$ cat src/core/pmrar_pkg.sv
package pmrar_pkg;

  // ***********************************************
  // address space
  // ***********************************************
  localparam int unsigned IDX_W = 10;
  localparam int unsigned DATA_W = 8;
  localparam int unsigned SPACE_SIZE = 1024;
  localparam logic [15:0] UC_BASE = 16'hA000;
  localparam logic [15:0] UC_SPAN = 16'h0400;
  localparam logic [7:0] GLOBAL_LOW = 8'h10;

  // ***********************************************
  // region bases (index) and sizes (bytes)
  // ***********************************************
  localparam logic [9:0] GLB_BASE = 10'h000;
  localparam logic [9:0] ACC_BASE = 10'h010;
  localparam logic [9:0] PWR_BASE = 10'h020;
  localparam logic [9:0] RTC_BASE = 10'h040;
  localparam logic [9:0] LDO_BASE = 10'h060;
  localparam logic [9:0] SWR_BASE = 10'h080;
  localparam logic [9:0] CHG_BASE = 10'h090;
  localparam logic [9:0] TMR_BASE = 10'h0A0;
  localparam logic [9:0] RSV0_BASE = 10'h0B0;
  localparam logic [9:0] TCH_BASE = 10'h0C0;
  localparam logic [9:0] AUD_BASE = 10'h100;
  localparam logic [9:0] SPK_BASE = 10'h200;
  localparam logic [9:0] RSV3_BASE = 10'h300;
  localparam logic [9:0] SZ16 = 10'h010;
  localparam logic [9:0] SZ32 = 10'h020;
  localparam logic [9:0] SZ64 = 10'h040;
  localparam logic [9:0] SZ240 = 10'h0F0;

  // ***********************************************
  // global register offsets and reset values
  // ***********************************************
  localparam logic [3:0] GR_PAGE = 4'h0;
  localparam logic [3:0] GR_ROUTE0 = 4'h1;
  localparam logic [3:0] GR_ROUTE1 = 4'h2;
  localparam logic [3:0] GR_STAT0 = 4'h3;
  localparam logic [3:0] GR_STAT1 = 4'h4;
  localparam logic [3:0] GR_ACTION = 4'h5;
  localparam logic [3:0] GR_STATE = 4'h6;
  localparam logic [1:0] PAGE_RST = 2'h0;
  localparam logic [15:0] ROUTE_RST = 16'h0000;
  localparam logic [15:0] STAT_RST = 16'h0000;
  localparam logic [7:0] ACTION_RST = 8'h00;

  // ***********************************************
  // types
  // ***********************************************
  typedef enum logic [3:0] {
    RG_GLOBAL = 4'b0000,
    RG_ACCESS = 4'b0001,
    RG_POWER = 4'b0010,
    RG_RTC = 4'b0011,
    RG_LDO = 4'b0100,
    RG_SWREG = 4'b0101,
    RG_CHARGER = 4'b0110,
    RG_TIMERS = 4'b0111,
    RG_TOUCH = 4'b1000,
    RG_AUDIO = 4'b1001,
    RG_SPKAMP = 4'b1010,
    RG_NONE = 4'b1111
  } pmrar_region_t;

  typedef enum logic [1:0] {
    ST_IDLE = 2'b00,
    ST_DEC = 2'b01,
    ST_MOD = 2'b10
  } pmrar_state_t;

  typedef struct packed {
    logic we;
    logic [9:0] idx;
    logic [7:0] wdata;
  } pmrar_acc_t;

  typedef struct packed {
    logic req;
    logic we;
    pmrar_region_t region;
    logic [7:0] off;
    logic [7:0] wdata;
  } pmrar_mod_req_t;

endpackage

$ cat src/core/pmrar_region_dec.sv
`timescale 1ns/1ps

module pmrar_region_dec (
  // flat register index
  input wire logic [9:0] idx,
  // selected region and offset inside it
  output pmrar_pkg::pmrar_region_t region,
  output logic [7:0] off
);

  // true when idx lies in [base, base+size)
  function automatic logic in_rng(input logic [9:0] a,
                                  input logic [9:0] base,
                                  input logic [9:0] size);
    logic [9:0] d;
    d = a - base;
    in_rng = (a >= base) && (d < size);
  endfunction

  // [RQ5] one region per address
  // priority chain gives exactly one hit; holes fall to none
  always_comb begin
    region = pmrar_pkg::RG_NONE;
    off = 8'h00;
    if (in_rng(idx, pmrar_pkg::GLB_BASE, pmrar_pkg::SZ16)) begin
      region = pmrar_pkg::RG_GLOBAL;
      off = 8'(idx - pmrar_pkg::GLB_BASE);
    end else if (in_rng(idx, pmrar_pkg::ACC_BASE, pmrar_pkg::SZ16)) begin
      region = pmrar_pkg::RG_ACCESS;
      off = 8'(idx - pmrar_pkg::ACC_BASE);
    end else if (in_rng(idx, pmrar_pkg::PWR_BASE, pmrar_pkg::SZ32)) begin
      region = pmrar_pkg::RG_POWER;
      off = 8'(idx - pmrar_pkg::PWR_BASE);
    end else if (in_rng(idx, pmrar_pkg::RTC_BASE, pmrar_pkg::SZ32)) begin
      region = pmrar_pkg::RG_RTC;
      off = 8'(idx - pmrar_pkg::RTC_BASE);
    end else if (in_rng(idx, pmrar_pkg::LDO_BASE, pmrar_pkg::SZ32)) begin
      region = pmrar_pkg::RG_LDO;
      off = 8'(idx - pmrar_pkg::LDO_BASE);
    end else if (in_rng(idx, pmrar_pkg::SWR_BASE, pmrar_pkg::SZ16)) begin
      region = pmrar_pkg::RG_SWREG;
      off = 8'(idx - pmrar_pkg::SWR_BASE);
    end else if (in_rng(idx, pmrar_pkg::CHG_BASE, pmrar_pkg::SZ16)) begin
      region = pmrar_pkg::RG_CHARGER;
      off = 8'(idx - pmrar_pkg::CHG_BASE);
    end else if (in_rng(idx, pmrar_pkg::TMR_BASE, pmrar_pkg::SZ16)) begin
      region = pmrar_pkg::RG_TIMERS;
      off = 8'(idx - pmrar_pkg::TMR_BASE);
    end else if (in_rng(idx, pmrar_pkg::TCH_BASE, pmrar_pkg::SZ64)) begin
      region = pmrar_pkg::RG_TOUCH;
      off = 8'(idx - pmrar_pkg::TCH_BASE);
    end else if (in_rng(idx, pmrar_pkg::AUD_BASE, pmrar_pkg::SZ240)) begin
      region = pmrar_pkg::RG_AUDIO;
      off = 8'(idx - pmrar_pkg::AUD_BASE);
    end else if (in_rng(idx, pmrar_pkg::SPK_BASE, pmrar_pkg::SZ240)) begin
      region = pmrar_pkg::RG_SPKAMP;
      off = 8'(idx - pmrar_pkg::SPK_BASE);
    end
  end

endmodule // pmrar_region_dec

$ cat src/core/pmrar_router.sv
`timescale 1ns/1ps
// Behaviour
// [RQ1] all registers live in one 1024-byte space, flat for the micro
// [RQ2] i2c side sees four 256-byte pages: page select plus byte address
// [RQ3] in-page addresses below 0x10 always reach the global registers
// [RQ4] register address is module base plus offset, on both sides
// [RQ5] each module owns one contiguous region, one region per address
// [RQ6] hardware arbiter serialises external and micro accesses
// [RQ7] both masters reach every register while the micro runs; i2c side cannot reach audio and speaker offsets 0x00-0x0F
// [RQ8] micro may be off or unclocked; i2c access stays complete
// [RQ9] interrupts for the external processor leave on a pin
// [RQ10] each interrupt source routes to micro or to the pin
// [RQ11] micro runs its program while external accesses still proceed
// [RQ12] global region: 16 bytes at 0xA000 and in-page 0x00
// [RQ13] access manager region: 16 bytes at page 0 offset 0x10
// [RQ14] power controller 32 bytes at 0x20, clock 32 bytes at 0x40
// [RQ15] linear regulators 32 bytes at page 0 offset 0x60
// [RQ16] switching regulators 16 bytes at page 0 offset 0x80
// [RQ17] charger at 0xA090, timers at 0xA0A0, 0xA0B0 reserved
// [RQ18] touch, adc and gpio 64 bytes at page 0 offset 0xC0
// [RQ19] audio 240 bytes from page 1 offset 0x00
// [RQ20] speaker amp digital 240 bytes on page 2; page 3 reserved
// [RQ21] registers are bytes; multi-byte ones use consecutive addresses
// [RQ22] writing one clears a status bit, zero leaves it
// [RQ23] writing one to an action bit fires it; bit stays readable
// [RQ24] software read-modify-writes and skips all-reserved registers
// [RQ25] fixed priority, grant held until the byte access ends
// [RQ26] reserved reads give zero, reserved writes do nothing

module pmrar_router #(
  parameter int unsigned N_IRQ = 16
) (
  // clock and reset
  input wire logic clk_sys,
  input wire logic rst,
  // external processor byte port, behind the i2c slave
  input wire logic ext_req,
  input wire logic ext_we,
  input wire logic [7:0] ext_addr,
  input wire logic [7:0] ext_wdata,
  output logic ext_ack_q,
  output logic [7:0] ext_rdata_q,
  // on-chip micro local bus
  input wire logic uc_run,
  input wire logic uc_req,
  input wire logic uc_we,
  input wire logic [15:0] uc_addr,
  input wire logic [7:0] uc_wdata,
  output logic uc_ack_q,
  output logic [7:0] uc_rdata_q,
  // downstream module port
  output pmrar_pkg::pmrar_mod_req_t mod_req_q,
  input wire logic mod_ack,
  input wire logic [7:0] mod_rdata,
  // interrupt sources and targets
  input wire logic [N_IRQ-1:0] irq_event,
  output logic irq_ext_q,
  output logic irq_uc_q,
  // action strobe
  output logic action_pulse_q,
  // current page
  output logic [1:0] page_q
);

  // ***********************************************
  // declarations
  // ***********************************************
  pmrar_pkg::pmrar_state_t st_q;
  pmrar_pkg::pmrar_acc_t acc_q;
  pmrar_pkg::pmrar_acc_t ext_acc;
  pmrar_pkg::pmrar_acc_t uc_acc;
  pmrar_pkg::pmrar_region_t region;
  logic [7:0] off;
  logic owner_ext_q;
  logic [15:0] uc_rel;
  logic uc_in_space;
  logic uc_take;
  logic ext_take;
  logic ans_now;
  logic [7:0] ans_data;
  logic [7:0] glb_rdata;
  logic glb_wr;
  logic is_local;
  logic [15:0] route_q;
  logic [15:0] stat_q;
  logic [15:0] stat_d;
  logic [15:0] stat_clr;
  logic [15:0] ev_wide;
  logic [7:0] action_q;

  // ***********************************************
  // external address forming
  // ***********************************************

  // [RQ2] page select joins the in-page byte
  // [RQ3] low 16 in-page bytes redirect to global
  always_comb begin
    ext_acc.we = ext_we;
    ext_acc.wdata = ext_wdata;
    if (ext_addr < pmrar_pkg::GLOBAL_LOW) begin
      ext_acc.idx = {2'b00, ext_addr};
    end else begin
      ext_acc.idx = {page_q, ext_addr};
    end
  end

  // ***********************************************
  // micro address forming
  // ***********************************************

  // [RQ1] flat window of 1024 bytes from 0xA000
  // [RQ12] global bytes start at the window base
  assign uc_rel = uc_addr - pmrar_pkg::UC_BASE;
  assign uc_in_space = (uc_addr >= pmrar_pkg::UC_BASE) &&
                       (uc_rel < pmrar_pkg::UC_SPAN);

  // outside the window the access is answered as reserved
  always_comb begin
    uc_acc.we = uc_we & uc_in_space;
    uc_acc.wdata = uc_wdata;
    if (uc_in_space) begin
      uc_acc.idx = uc_rel[9:0];
    end else begin
      uc_acc.idx = pmrar_pkg::RSV3_BASE;
    end
  end

  // ***********************************************
  // region decode
  // ***********************************************

  // [RQ4] offset is index less module base
  // [RQ13] [RQ14] [RQ15] [RQ16] region bases in decoder
  // [RQ17] [RQ18] [RQ19] [RQ20] further bases in decoder
  pmrar_region_dec u_dec (
    .idx(acc_q.idx),
    .region(region),
    .off(off)
  );

  assign is_local = (region == pmrar_pkg::RG_GLOBAL) ||
                    (region == pmrar_pkg::RG_NONE);

  // ***********************************************
  // arbitration
  // ***********************************************

  // [RQ6] [RQ25] external first, micro waits
  // a master whose answer is on the port is not retaken
  // [RQ8] a stopped micro cannot hold the arbiter
  assign ext_take = ext_req && !ext_ack_q;
  assign uc_take = uc_req && uc_run && !uc_ack_q && !ext_take;

  // [RQ7] [RQ11] both masters share the same path
  // [RQ25] grant held until answer
  always_ff @(posedge clk_sys or posedge rst) begin
    if (rst) begin
      st_q <= pmrar_pkg::ST_IDLE;
      owner_ext_q <= 1'b0;
      acc_q <= '0;
    end else begin
      case (st_q)
        pmrar_pkg::ST_IDLE: begin
          if (ext_take) begin
            owner_ext_q <= 1'b1;
            acc_q <= ext_acc;
            st_q <= pmrar_pkg::ST_DEC;
          end else if (uc_take) begin
            owner_ext_q <= 1'b0;
            acc_q <= uc_acc;
            st_q <= pmrar_pkg::ST_DEC;
          end
        end
        pmrar_pkg::ST_DEC: begin
          if (is_local) begin
            st_q <= pmrar_pkg::ST_IDLE;
          end else begin
            st_q <= pmrar_pkg::ST_MOD;
          end
        end
        pmrar_pkg::ST_MOD: begin
          if (mod_ack) begin
            st_q <= pmrar_pkg::ST_IDLE;
          end
        end
        default: begin
          st_q <= pmrar_pkg::ST_IDLE;
        end
      endcase
    end
  end

  // ***********************************************
  // downstream module port
  // ***********************************************

  // [RQ21] one byte per access, offset passed on
  // request stands until the module acknowledges
  always_ff @(posedge clk_sys or posedge rst) begin
    if (rst) begin
      mod_req_q <= '0;
    end else if (st_q == pmrar_pkg::ST_DEC && !is_local) begin
      mod_req_q.req <= 1'b1;
      mod_req_q.we <= acc_q.we;
      mod_req_q.region <= region;
      mod_req_q.off <= off;
      mod_req_q.wdata <= acc_q.wdata;
    end else if (st_q == pmrar_pkg::ST_MOD && mod_ack) begin
      mod_req_q.req <= 1'b0;
    end
  end

  // ***********************************************
  // answer to the granted master
  // ***********************************************

  assign ans_now = (st_q == pmrar_pkg::ST_DEC && is_local) ||
                   (st_q == pmrar_pkg::ST_MOD && mod_ack);

  // [RQ26] unmapped bytes read back zero
  always_comb begin
    if (st_q == pmrar_pkg::ST_MOD) begin
      ans_data = mod_rdata;
    end else if (region == pmrar_pkg::RG_GLOBAL) begin
      ans_data = glb_rdata;
    end else begin
      ans_data = 8'h00;
    end
  end

  // one-cycle ack with data to the owner only
  always_ff @(posedge clk_sys or posedge rst) begin
    if (rst) begin
      ext_ack_q <= 1'b0;
      uc_ack_q <= 1'b0;
      ext_rdata_q <= 8'h00;
      uc_rdata_q <= 8'h00;
    end else begin
      ext_ack_q <= ans_now && owner_ext_q;
      uc_ack_q <= ans_now && !owner_ext_q;
      if (ans_now && owner_ext_q) begin
        ext_rdata_q <= ans_data;
      end
      if (ans_now && !owner_ext_q) begin
        uc_rdata_q <= ans_data;
      end
    end
  end

  // ***********************************************
  // global registers
  // ***********************************************

  assign glb_wr = (st_q == pmrar_pkg::ST_DEC) && acc_q.we &&
                  (region == pmrar_pkg::RG_GLOBAL);

  // read mux; undefined global bytes read zero
  always_comb begin
    case (off[3:0])
      pmrar_pkg::GR_PAGE: glb_rdata = {6'h00, page_q};
      pmrar_pkg::GR_ROUTE0: glb_rdata = route_q[7:0];
      pmrar_pkg::GR_ROUTE1: glb_rdata = route_q[15:8];
      pmrar_pkg::GR_STAT0: glb_rdata = stat_q[7:0];
      pmrar_pkg::GR_STAT1: glb_rdata = stat_q[15:8];
      pmrar_pkg::GR_ACTION: glb_rdata = action_q;
      pmrar_pkg::GR_STATE: glb_rdata = {7'h00, uc_run};
      default: glb_rdata = 8'h00;
    endcase
  end

  // page select (low two bits only) and routing bytes are plain read/write
  // [RQ10] route bit set sends a source to the pin
  always_ff @(posedge clk_sys or posedge rst) begin
    if (rst) begin
      page_q <= pmrar_pkg::PAGE_RST;
      route_q <= pmrar_pkg::ROUTE_RST;
    end else if (glb_wr) begin
      case (off[3:0])
        pmrar_pkg::GR_PAGE: page_q <= acc_q.wdata[1:0];
        pmrar_pkg::GR_ROUTE0: route_q[7:0] <= acc_q.wdata;
        pmrar_pkg::GR_ROUTE1: route_q[15:8] <= acc_q.wdata;
        default: begin
          page_q <= page_q;
        end
      endcase
    end
  end

  // [RQ23] write one fires the action strobe
  // written byte stays readable afterwards
  always_ff @(posedge clk_sys or posedge rst) begin
    if (rst) begin
      action_q <= pmrar_pkg::ACTION_RST;
      action_pulse_q <= 1'b0;
    end else begin
      action_pulse_q <= glb_wr && (off[3:0] == pmrar_pkg::GR_ACTION) &&
                        acc_q.wdata[0];
      if (glb_wr && off[3:0] == pmrar_pkg::GR_ACTION) begin
        action_q <= acc_q.wdata;
      end
    end
  end

  // ***********************************************
  // interrupt status and routing
  // ***********************************************

  // sources beyond N_IRQ read as zero
  always_comb begin
    ev_wide = 16'h0000;
    ev_wide[N_IRQ-1:0] = irq_event;
  end

  // [RQ22] ones in a status write clear bits
  always_comb begin
    stat_clr = 16'h0000;
    if (glb_wr && off[3:0] == pmrar_pkg::GR_STAT0) begin
      stat_clr[7:0] = acc_q.wdata;
    end
    if (glb_wr && off[3:0] == pmrar_pkg::GR_STAT1) begin
      stat_clr[15:8] = acc_q.wdata;
    end
    // a new event in the clear cycle survives
    stat_d = (stat_q & ~stat_clr) | ev_wide;
  end

  // sticky status bits
  always_ff @(posedge clk_sys or posedge rst) begin
    if (rst) begin
      stat_q <= pmrar_pkg::STAT_RST;
    end else begin
      stat_q <= stat_d;
    end
  end

  // [RQ9] pin carries pin-routed sources
  // [RQ10] the rest go to the micro
  always_ff @(posedge clk_sys or posedge rst) begin
    if (rst) begin
      irq_ext_q <= 1'b0;
      irq_uc_q <= 1'b0;
    end else begin
      irq_ext_q <= |(stat_q & route_q);
      irq_uc_q <= |(stat_q & ~route_q);
    end
  end

endmodule // pmrar_router

$ cat config.mk
export PLATFORM = sky130hd
export DESIGN_NAME = pmrar_router
export DESIGN_NICKNAME = d
export VERILOG_FILES = /design/src/core/pmrar_pkg.sv /design/src/core/pmrar_region_dec.sv /design/src/core/pmrar_router.sv
export SDC_FILE = /design/constraint.sdc
export NUM_CORES = 1
export LEC_CHECK = 0
export BUFFER_PORTS_ARGS = -buffer_cell sky130_fd_sc_hd__buf_2
export CAP_MARGIN = 5
export CORE_ASPECT_RATIO = 1.5
export CORE_MARGIN = 10
export CORE_UTILIZATION = 42
export DETAILED_ROUTE_END_ITERATION = 10
export HOLD_SLACK_MARGIN = 0.15
export PLACE_DENSITY = 0.61
export SLEW_MARGIN = 20
export SYNTH_ARGS = -nofsm -noshare
export SYNTH_HDL_FRONTEND = slang
export SYNTH_SLANG_ARGS = --single-unit
$ cat constraint.sdc
create_clock -name clk_sys -period 4.48 [get_ports clk_sys]
set_input_delay 1.12 -clock clk_sys [delete_from_list [all_inputs] [get_ports clk_sys]]
set_output_delay 1.12 -clock clk_sys [all_outputs]
set_load 0.02 [all_outputs]
==> metrics.txt <==
# TYPE chip_impl_metric gauge
chip_impl_info{name="status",value="finished, final reports clean"} 1
chip_impl_metric{name="postSynth.asyncResetShare",unit="%"} 100
chip_impl_metric{name="max-slew-margin-rel",unit="%"} 34.7
chip_impl_metric{name="die-width",unit="um"} 117
chip_impl_metric{name="fp.dieH",unit="um"} 166
chip_impl_metric{name="final_nets",unit=""} 782
chip_impl_metric{name="synth.ff_latch_count",unit=""} 107
chip_impl_metric{name="timing.clock.skew",unit="ns"} 0.00791
chip_impl_metric{name="dpl.hpwl",unit="um"} 14100
chip_impl_metric{name="total_chip_power",unit="mW"} 4.86
chip_impl_metric{name="cts.htree.levels",unit=""} 3
chip_impl_metric{name="total_global_route_track_usage",unit="%"} 18.2
chip_impl_metric{name="top_level_ports",unit=""} 117
chip_impl_info{name="clock_tree_from_tritoncts",value="yes"} 1
chip_impl_metric{name="cts_hold_buffers",unit=""} 0
chip_impl_metric{name="final_max_slew_violation_count",unit=""} 0
chip_impl_metric{name="final_tns_setup",unit="ns"} 0
chip_impl_metric{name="floorplan.initialDensity",unit="%"} 42.8
chip_impl_metric{name="power_density",unit="nW/um^2"} 690
chip_impl_metric{name="grt_remaining_overflow",unit=""} 0
chip_impl_metric{name="syn-cell-area",unit="um^2"} 5990
chip_impl_metric{name="syn_area_per_cell",unit="um^2"} 10.3
chip_impl_metric{name="placement_rows",unit=""} 53
chip_impl_metric{name="synth_fp_nets",unit=""} 672
chip_impl_info{name="min-delay-path-class",value="flip-flop to flip-flop"} 1
chip_impl_metric{name="drt_wl_total",unit="um"} 17900
chip_impl_metric{name="yosysSeqAreaShare",unit="%"} 44.7
chip_impl_metric{name="antenna_cells",unit=""} 0
chip_impl_metric{name="post_drt_wl_per_cell",unit="um"} 20.2
chip_impl_metric{name="global_route_wire_length_before_repair",unit="um"} 28800
chip_impl_info{name="setup_repair_after_global_routing_missed_its_margin",value="false"} 1
chip_impl_metric{name="clk_transition_reported_paths",unit="ns"} 0.07
chip_impl_metric{name="max-cap-violations",unit=""} 0
chip_impl_metric{name="least_margin_pin_slew",unit="ns"} 0.980
chip_impl_metric{name="grt_pass1_vias",unit=""} 5375
chip_impl_metric{name="clock_power_share",unit="%"} 16.4
chip_impl_metric{name="netSwitchingPower",unit="mW"} 2.18
chip_impl_info{name="cp-end-kind",value="flip-flop"} 1
chip_impl_metric{name="cts_post_setup_buffers_inserted",unit=""} 0
chip_impl_metric{name="critPathMaxFanout",unit=""} 18
chip_impl_metric{name="synth.top_cell.area_share",unit="%"} 44.7
chip_impl_metric{name="post_cts_resize_count",unit=""} 0
chip_impl_metric{name="setup_viol_count_final",unit=""} 0
chip_impl_metric{name="p_sw_share",unit="%"} 44.8
chip_impl_info{name="critical_path_class",value="flip-flop to flip-flop"} 1
chip_impl_metric{name="coreArea",unit="um^2"} 14000
chip_impl_metric{name="relative_area_change_from_synthesis_to_final_layout",unit="%"} 17.7
chip_impl_metric{name="power.combinational.fraction",unit="%"} 48.7
chip_impl_metric{name="worst_skew_pair.late_latency",unit="ns"} 0.35
chip_impl_info{name="start_kind",value="flip-flop"} 1
chip_impl_metric{name="sequentialPowerShare",unit="%"} 34.8
chip_impl_metric{name="cts_buffer_depth",unit=""} 2
chip_impl_info{name="ys_top_cells_by_area",value="sky130_fd_sc_hd__dfrtp_1 45%, sky130_fd_sc_hd__mux2_2 8.7%, sky130_fd_sc_hd__nand2_1 4.2%, sky130_fd_sc_hd__o21ai_0 4.1%, sky130_fd_sc_hd__ha_1 3.6%"} 1
chip_impl_info{name="ys.flop_type",value="sky130_fd_sc_hd__dfrtp_1"} 1
chip_impl_metric{name="remaining_drc_errors",unit=""} 0
chip_impl_metric{name="min_period_over_period",unit="%"} 82.3
chip_impl_metric{name="hold_viol_final",unit=""} 0
chip_impl_info{name="clockRootBuffer",value="sky130_fd_sc_hd__clkbuf_16"} 1
chip_impl_metric{name="number_of_flops_mapped_to_enable_cells_by_yosys",unit=""} 0
chip_impl_metric{name="port-buffer-count",unit=""} 116
chip_impl_metric{name="synthesis.instances",unit=""} 583
chip_impl_metric{name="timing.critical_path.arrival",unit="ns"} 3.91
chip_impl_metric{name="cts.sinks",unit=""} 107
chip_impl_metric{name="synth_warnings",unit=""} 0
chip_impl_metric{name="antenna_found_initial",unit=""} 0
chip_impl_metric{name="place.gp.congestion",unit=""} 0.905
chip_impl_metric{name="finish.utilization",unit="%"} 50.4
chip_impl_metric{name="synth.lib_cells_used.distinct",unit=""} 71
chip_impl_metric{name="number_of_detailed_routing_iterations_run_before_antenna_repair",unit=""} 6
chip_impl_metric{name="finalWorstPathRequiredPeriod",unit="ns"} 3.69
chip_impl_metric{name="fp.dieArea",unit="um^2"} 19500
chip_impl_metric{name="static-leakage-power",unit="nW"} 3.32
chip_impl_metric{name="worst-endpoint-required",unit="ns"} 4.71
chip_impl_info{name="mostFrequentLayoutCells",value="116 x sky130_fd_sc_hd__buf_2, 107 x sky130_fd_sc_hd__dfrtp_1, 67 x sky130_fd_sc_hd__nand2_1"} 1
chip_impl_metric{name="grt_max_degree",unit=""} 87
chip_impl_metric{name="post_route_cells_drive_above_1_share",unit="%"} 29.7
chip_impl_metric{name="ir_worst_vdd",unit="V"} 0.000380
chip_impl_metric{name="fmax",unit="MHz"} 271
chip_impl_metric{name="filler_cell_count",unit=""} 1332
chip_impl_metric{name="internal_power",unit="mW"} 2.69
chip_impl_metric{name="via_count",unit=""} 5020
chip_impl_metric{name="drt_iter0_markers",unit=""} 384
chip_impl_info{name="layout_commonest_cell",value="sky130_fd_sc_hd__buf_2"} 1
chip_impl_metric{name="route.antenna.remaining_nets",unit=""} 0
chip_impl_info{name="yosys.area.top_type",value="sky130_fd_sc_hd__dfrtp_1"} 1
chip_impl_metric{name="vias_per_cell",unit=""} 5.64
chip_impl_metric{name="cts_made_buffers",unit=""} 9
chip_impl_metric{name="hold_ws",unit="ns"} 0.510
[synth_stat cells (5+ instances only)]
| library cell | count |
|---|---|
| sky130_fd_sc_hd__dfrtp_1 | 107 |
| sky130_fd_sc_hd__nand2_1 | 67 |
| sky130_fd_sc_hd__o21ai_0 | 49 |
| sky130_fd_sc_hd__mux2_2 | 46 |
| sky130_fd_sc_hd__inv_1 | 38 |
| sky130_fd_sc_hd__mux2i_1 | 21 |
| sky130_fd_sc_hd__a21o_1 | 19 |
| sky130_fd_sc_hd__a221oi_1 | 19 |
| sky130_fd_sc_hd__ha_1 | 17 |
| sky130_fd_sc_hd__nor2_1 | 16 |
| sky130_fd_sc_hd__a21oi_1 | 15 |
| sky130_fd_sc_hd__clkbuf_1 | 15 |
| sky130_fd_sc_hd__nor2b_1 | 14 |
| sky130_fd_sc_hd__nand3_1 | 11 |
| sky130_fd_sc_hd__o22ai_1 | 8 |
| sky130_fd_sc_hd__xnor2_1 | 8 |
| sky130_fd_sc_hd__nand2b_1 | 6 |
| sky130_fd_sc_hd__buf_2 | 5 |
| sky130_fd_sc_hd__nor3_2 | 5 |
[cell type report]
type | count | area [um^2] | share of cell area [%]
Clock buffer | 10 | 229 | 3.25
Multi-Input combinational cell | 411 | 3030 | 43.1
Clock inverter | 6 | 65.1 | 0.923
Timing Repair Buffer | 125 | 648 | 9.20
Inverter | 39 | 151 | 2.15
Tap cell | 192 | 240 | 3.41
Sequential cell | 107 | 2680 | 38.0
[critical path, cell delays in order (launching register included)]
cell and delay, ns:
sky130_fd_sc_hd__dfrtp_1 0.71, sky130_fd_sc_hd__clkinv_1 0.42, sky130_fd_sc_hd__ha_1 0.37, sky130_fd_sc_hd__or2b_1 0.26, sky130_fd_sc_hd__and3_1 0.21, sky130_fd_sc_hd__o41a_4 0.14
sky130_fd_sc_hd__nor4_4 0.54, sky130_fd_sc_hd__nand4_4 0.20, sky130_fd_sc_hd__a21oi_4 0.34, sky130_fd_sc_hd__mux2_2 0.38
[stage by stage]
step	worst slack (ns)	cell area, um^2	instances
finish	0.795	7050	890
CTS	0.759	7040	890
detailed placement	0.751	6750	874
global placement	0.901	6750	874
global route	0.483	7050	890
floorplan	0.543	5990	583
[cells by family (layout without fill, tap and decap cells)]
group,count (synthesis),count (layout),share of synthesized area (%)
AOI/OAI and AO/OA,150,150,17.4
xor gates and xnor gates,9,9,1.32
adders and majority gates,17,17,3.55
buffers and inverters,65,180,4.62
DFF,107,107,44.7
muxes,70,70,12.9
and+or+nand+nor,165,165,15.5
[layer usage]
| layer | up-vias | track usage, % | wire [um] |
|---|---|---|---|
| li1 | 2330 | - | - |
| met1 | 2443 | 18.3 | 6250 |
| met2 | 172 | 34.2 | 9990 |
| met3 | 75 | 2.55 | 622 |
| met4 | 0 | 11.5 | 1080 |
| met5 | - | 0 | 0 |
[state kept, by name, indices dropped and copies added, names as in the netlist, 2 cells and up]
register and flops:
acc_q 19, action_q 8, ext_rdata_q 8, mod_req_q 22
page_q 2, route_q 16, st_q 2, stat_q 16
uc_rdata_q 8
[worst paths after layout]
kind / start / endpoint / slack, ns / depth (start not counted)
hold / removal: mod_req_q[15] / mod_req_q[15] / 0.51 / 1
setup reg to reg: acc_q[16] / ext_rdata_q[4] / 0.79 / 9
setup / recovery: acc_q[16] / ext_rdata_q[4] / 0.79 / 9
max in group asynchronous: rst / stat_q[10] / 2.86 / 3
hold reg to reg: mod_req_q[15] / mod_req_q[15] / 0.51 / 1
min in group asynchronous: rst / acc_q[13] / 0.91 / 2
[power groups by stage]
stage / Clock, mW / Sequential (mW) / Combinational, mW
final: 0.800 / 1.69 / 2.37
after global routing: 0.853 / 1.75 / 2.62
after CTS: 0.808 / 1.70 / 2.38
after detailed placement: 0 / 1.72 / 2.37
after global placement: 0 / 1.71 / 2.33
after floorplan: 0 / 1.65 / 1.67
No activity file was read; power rests on OpenSTA's default activity.
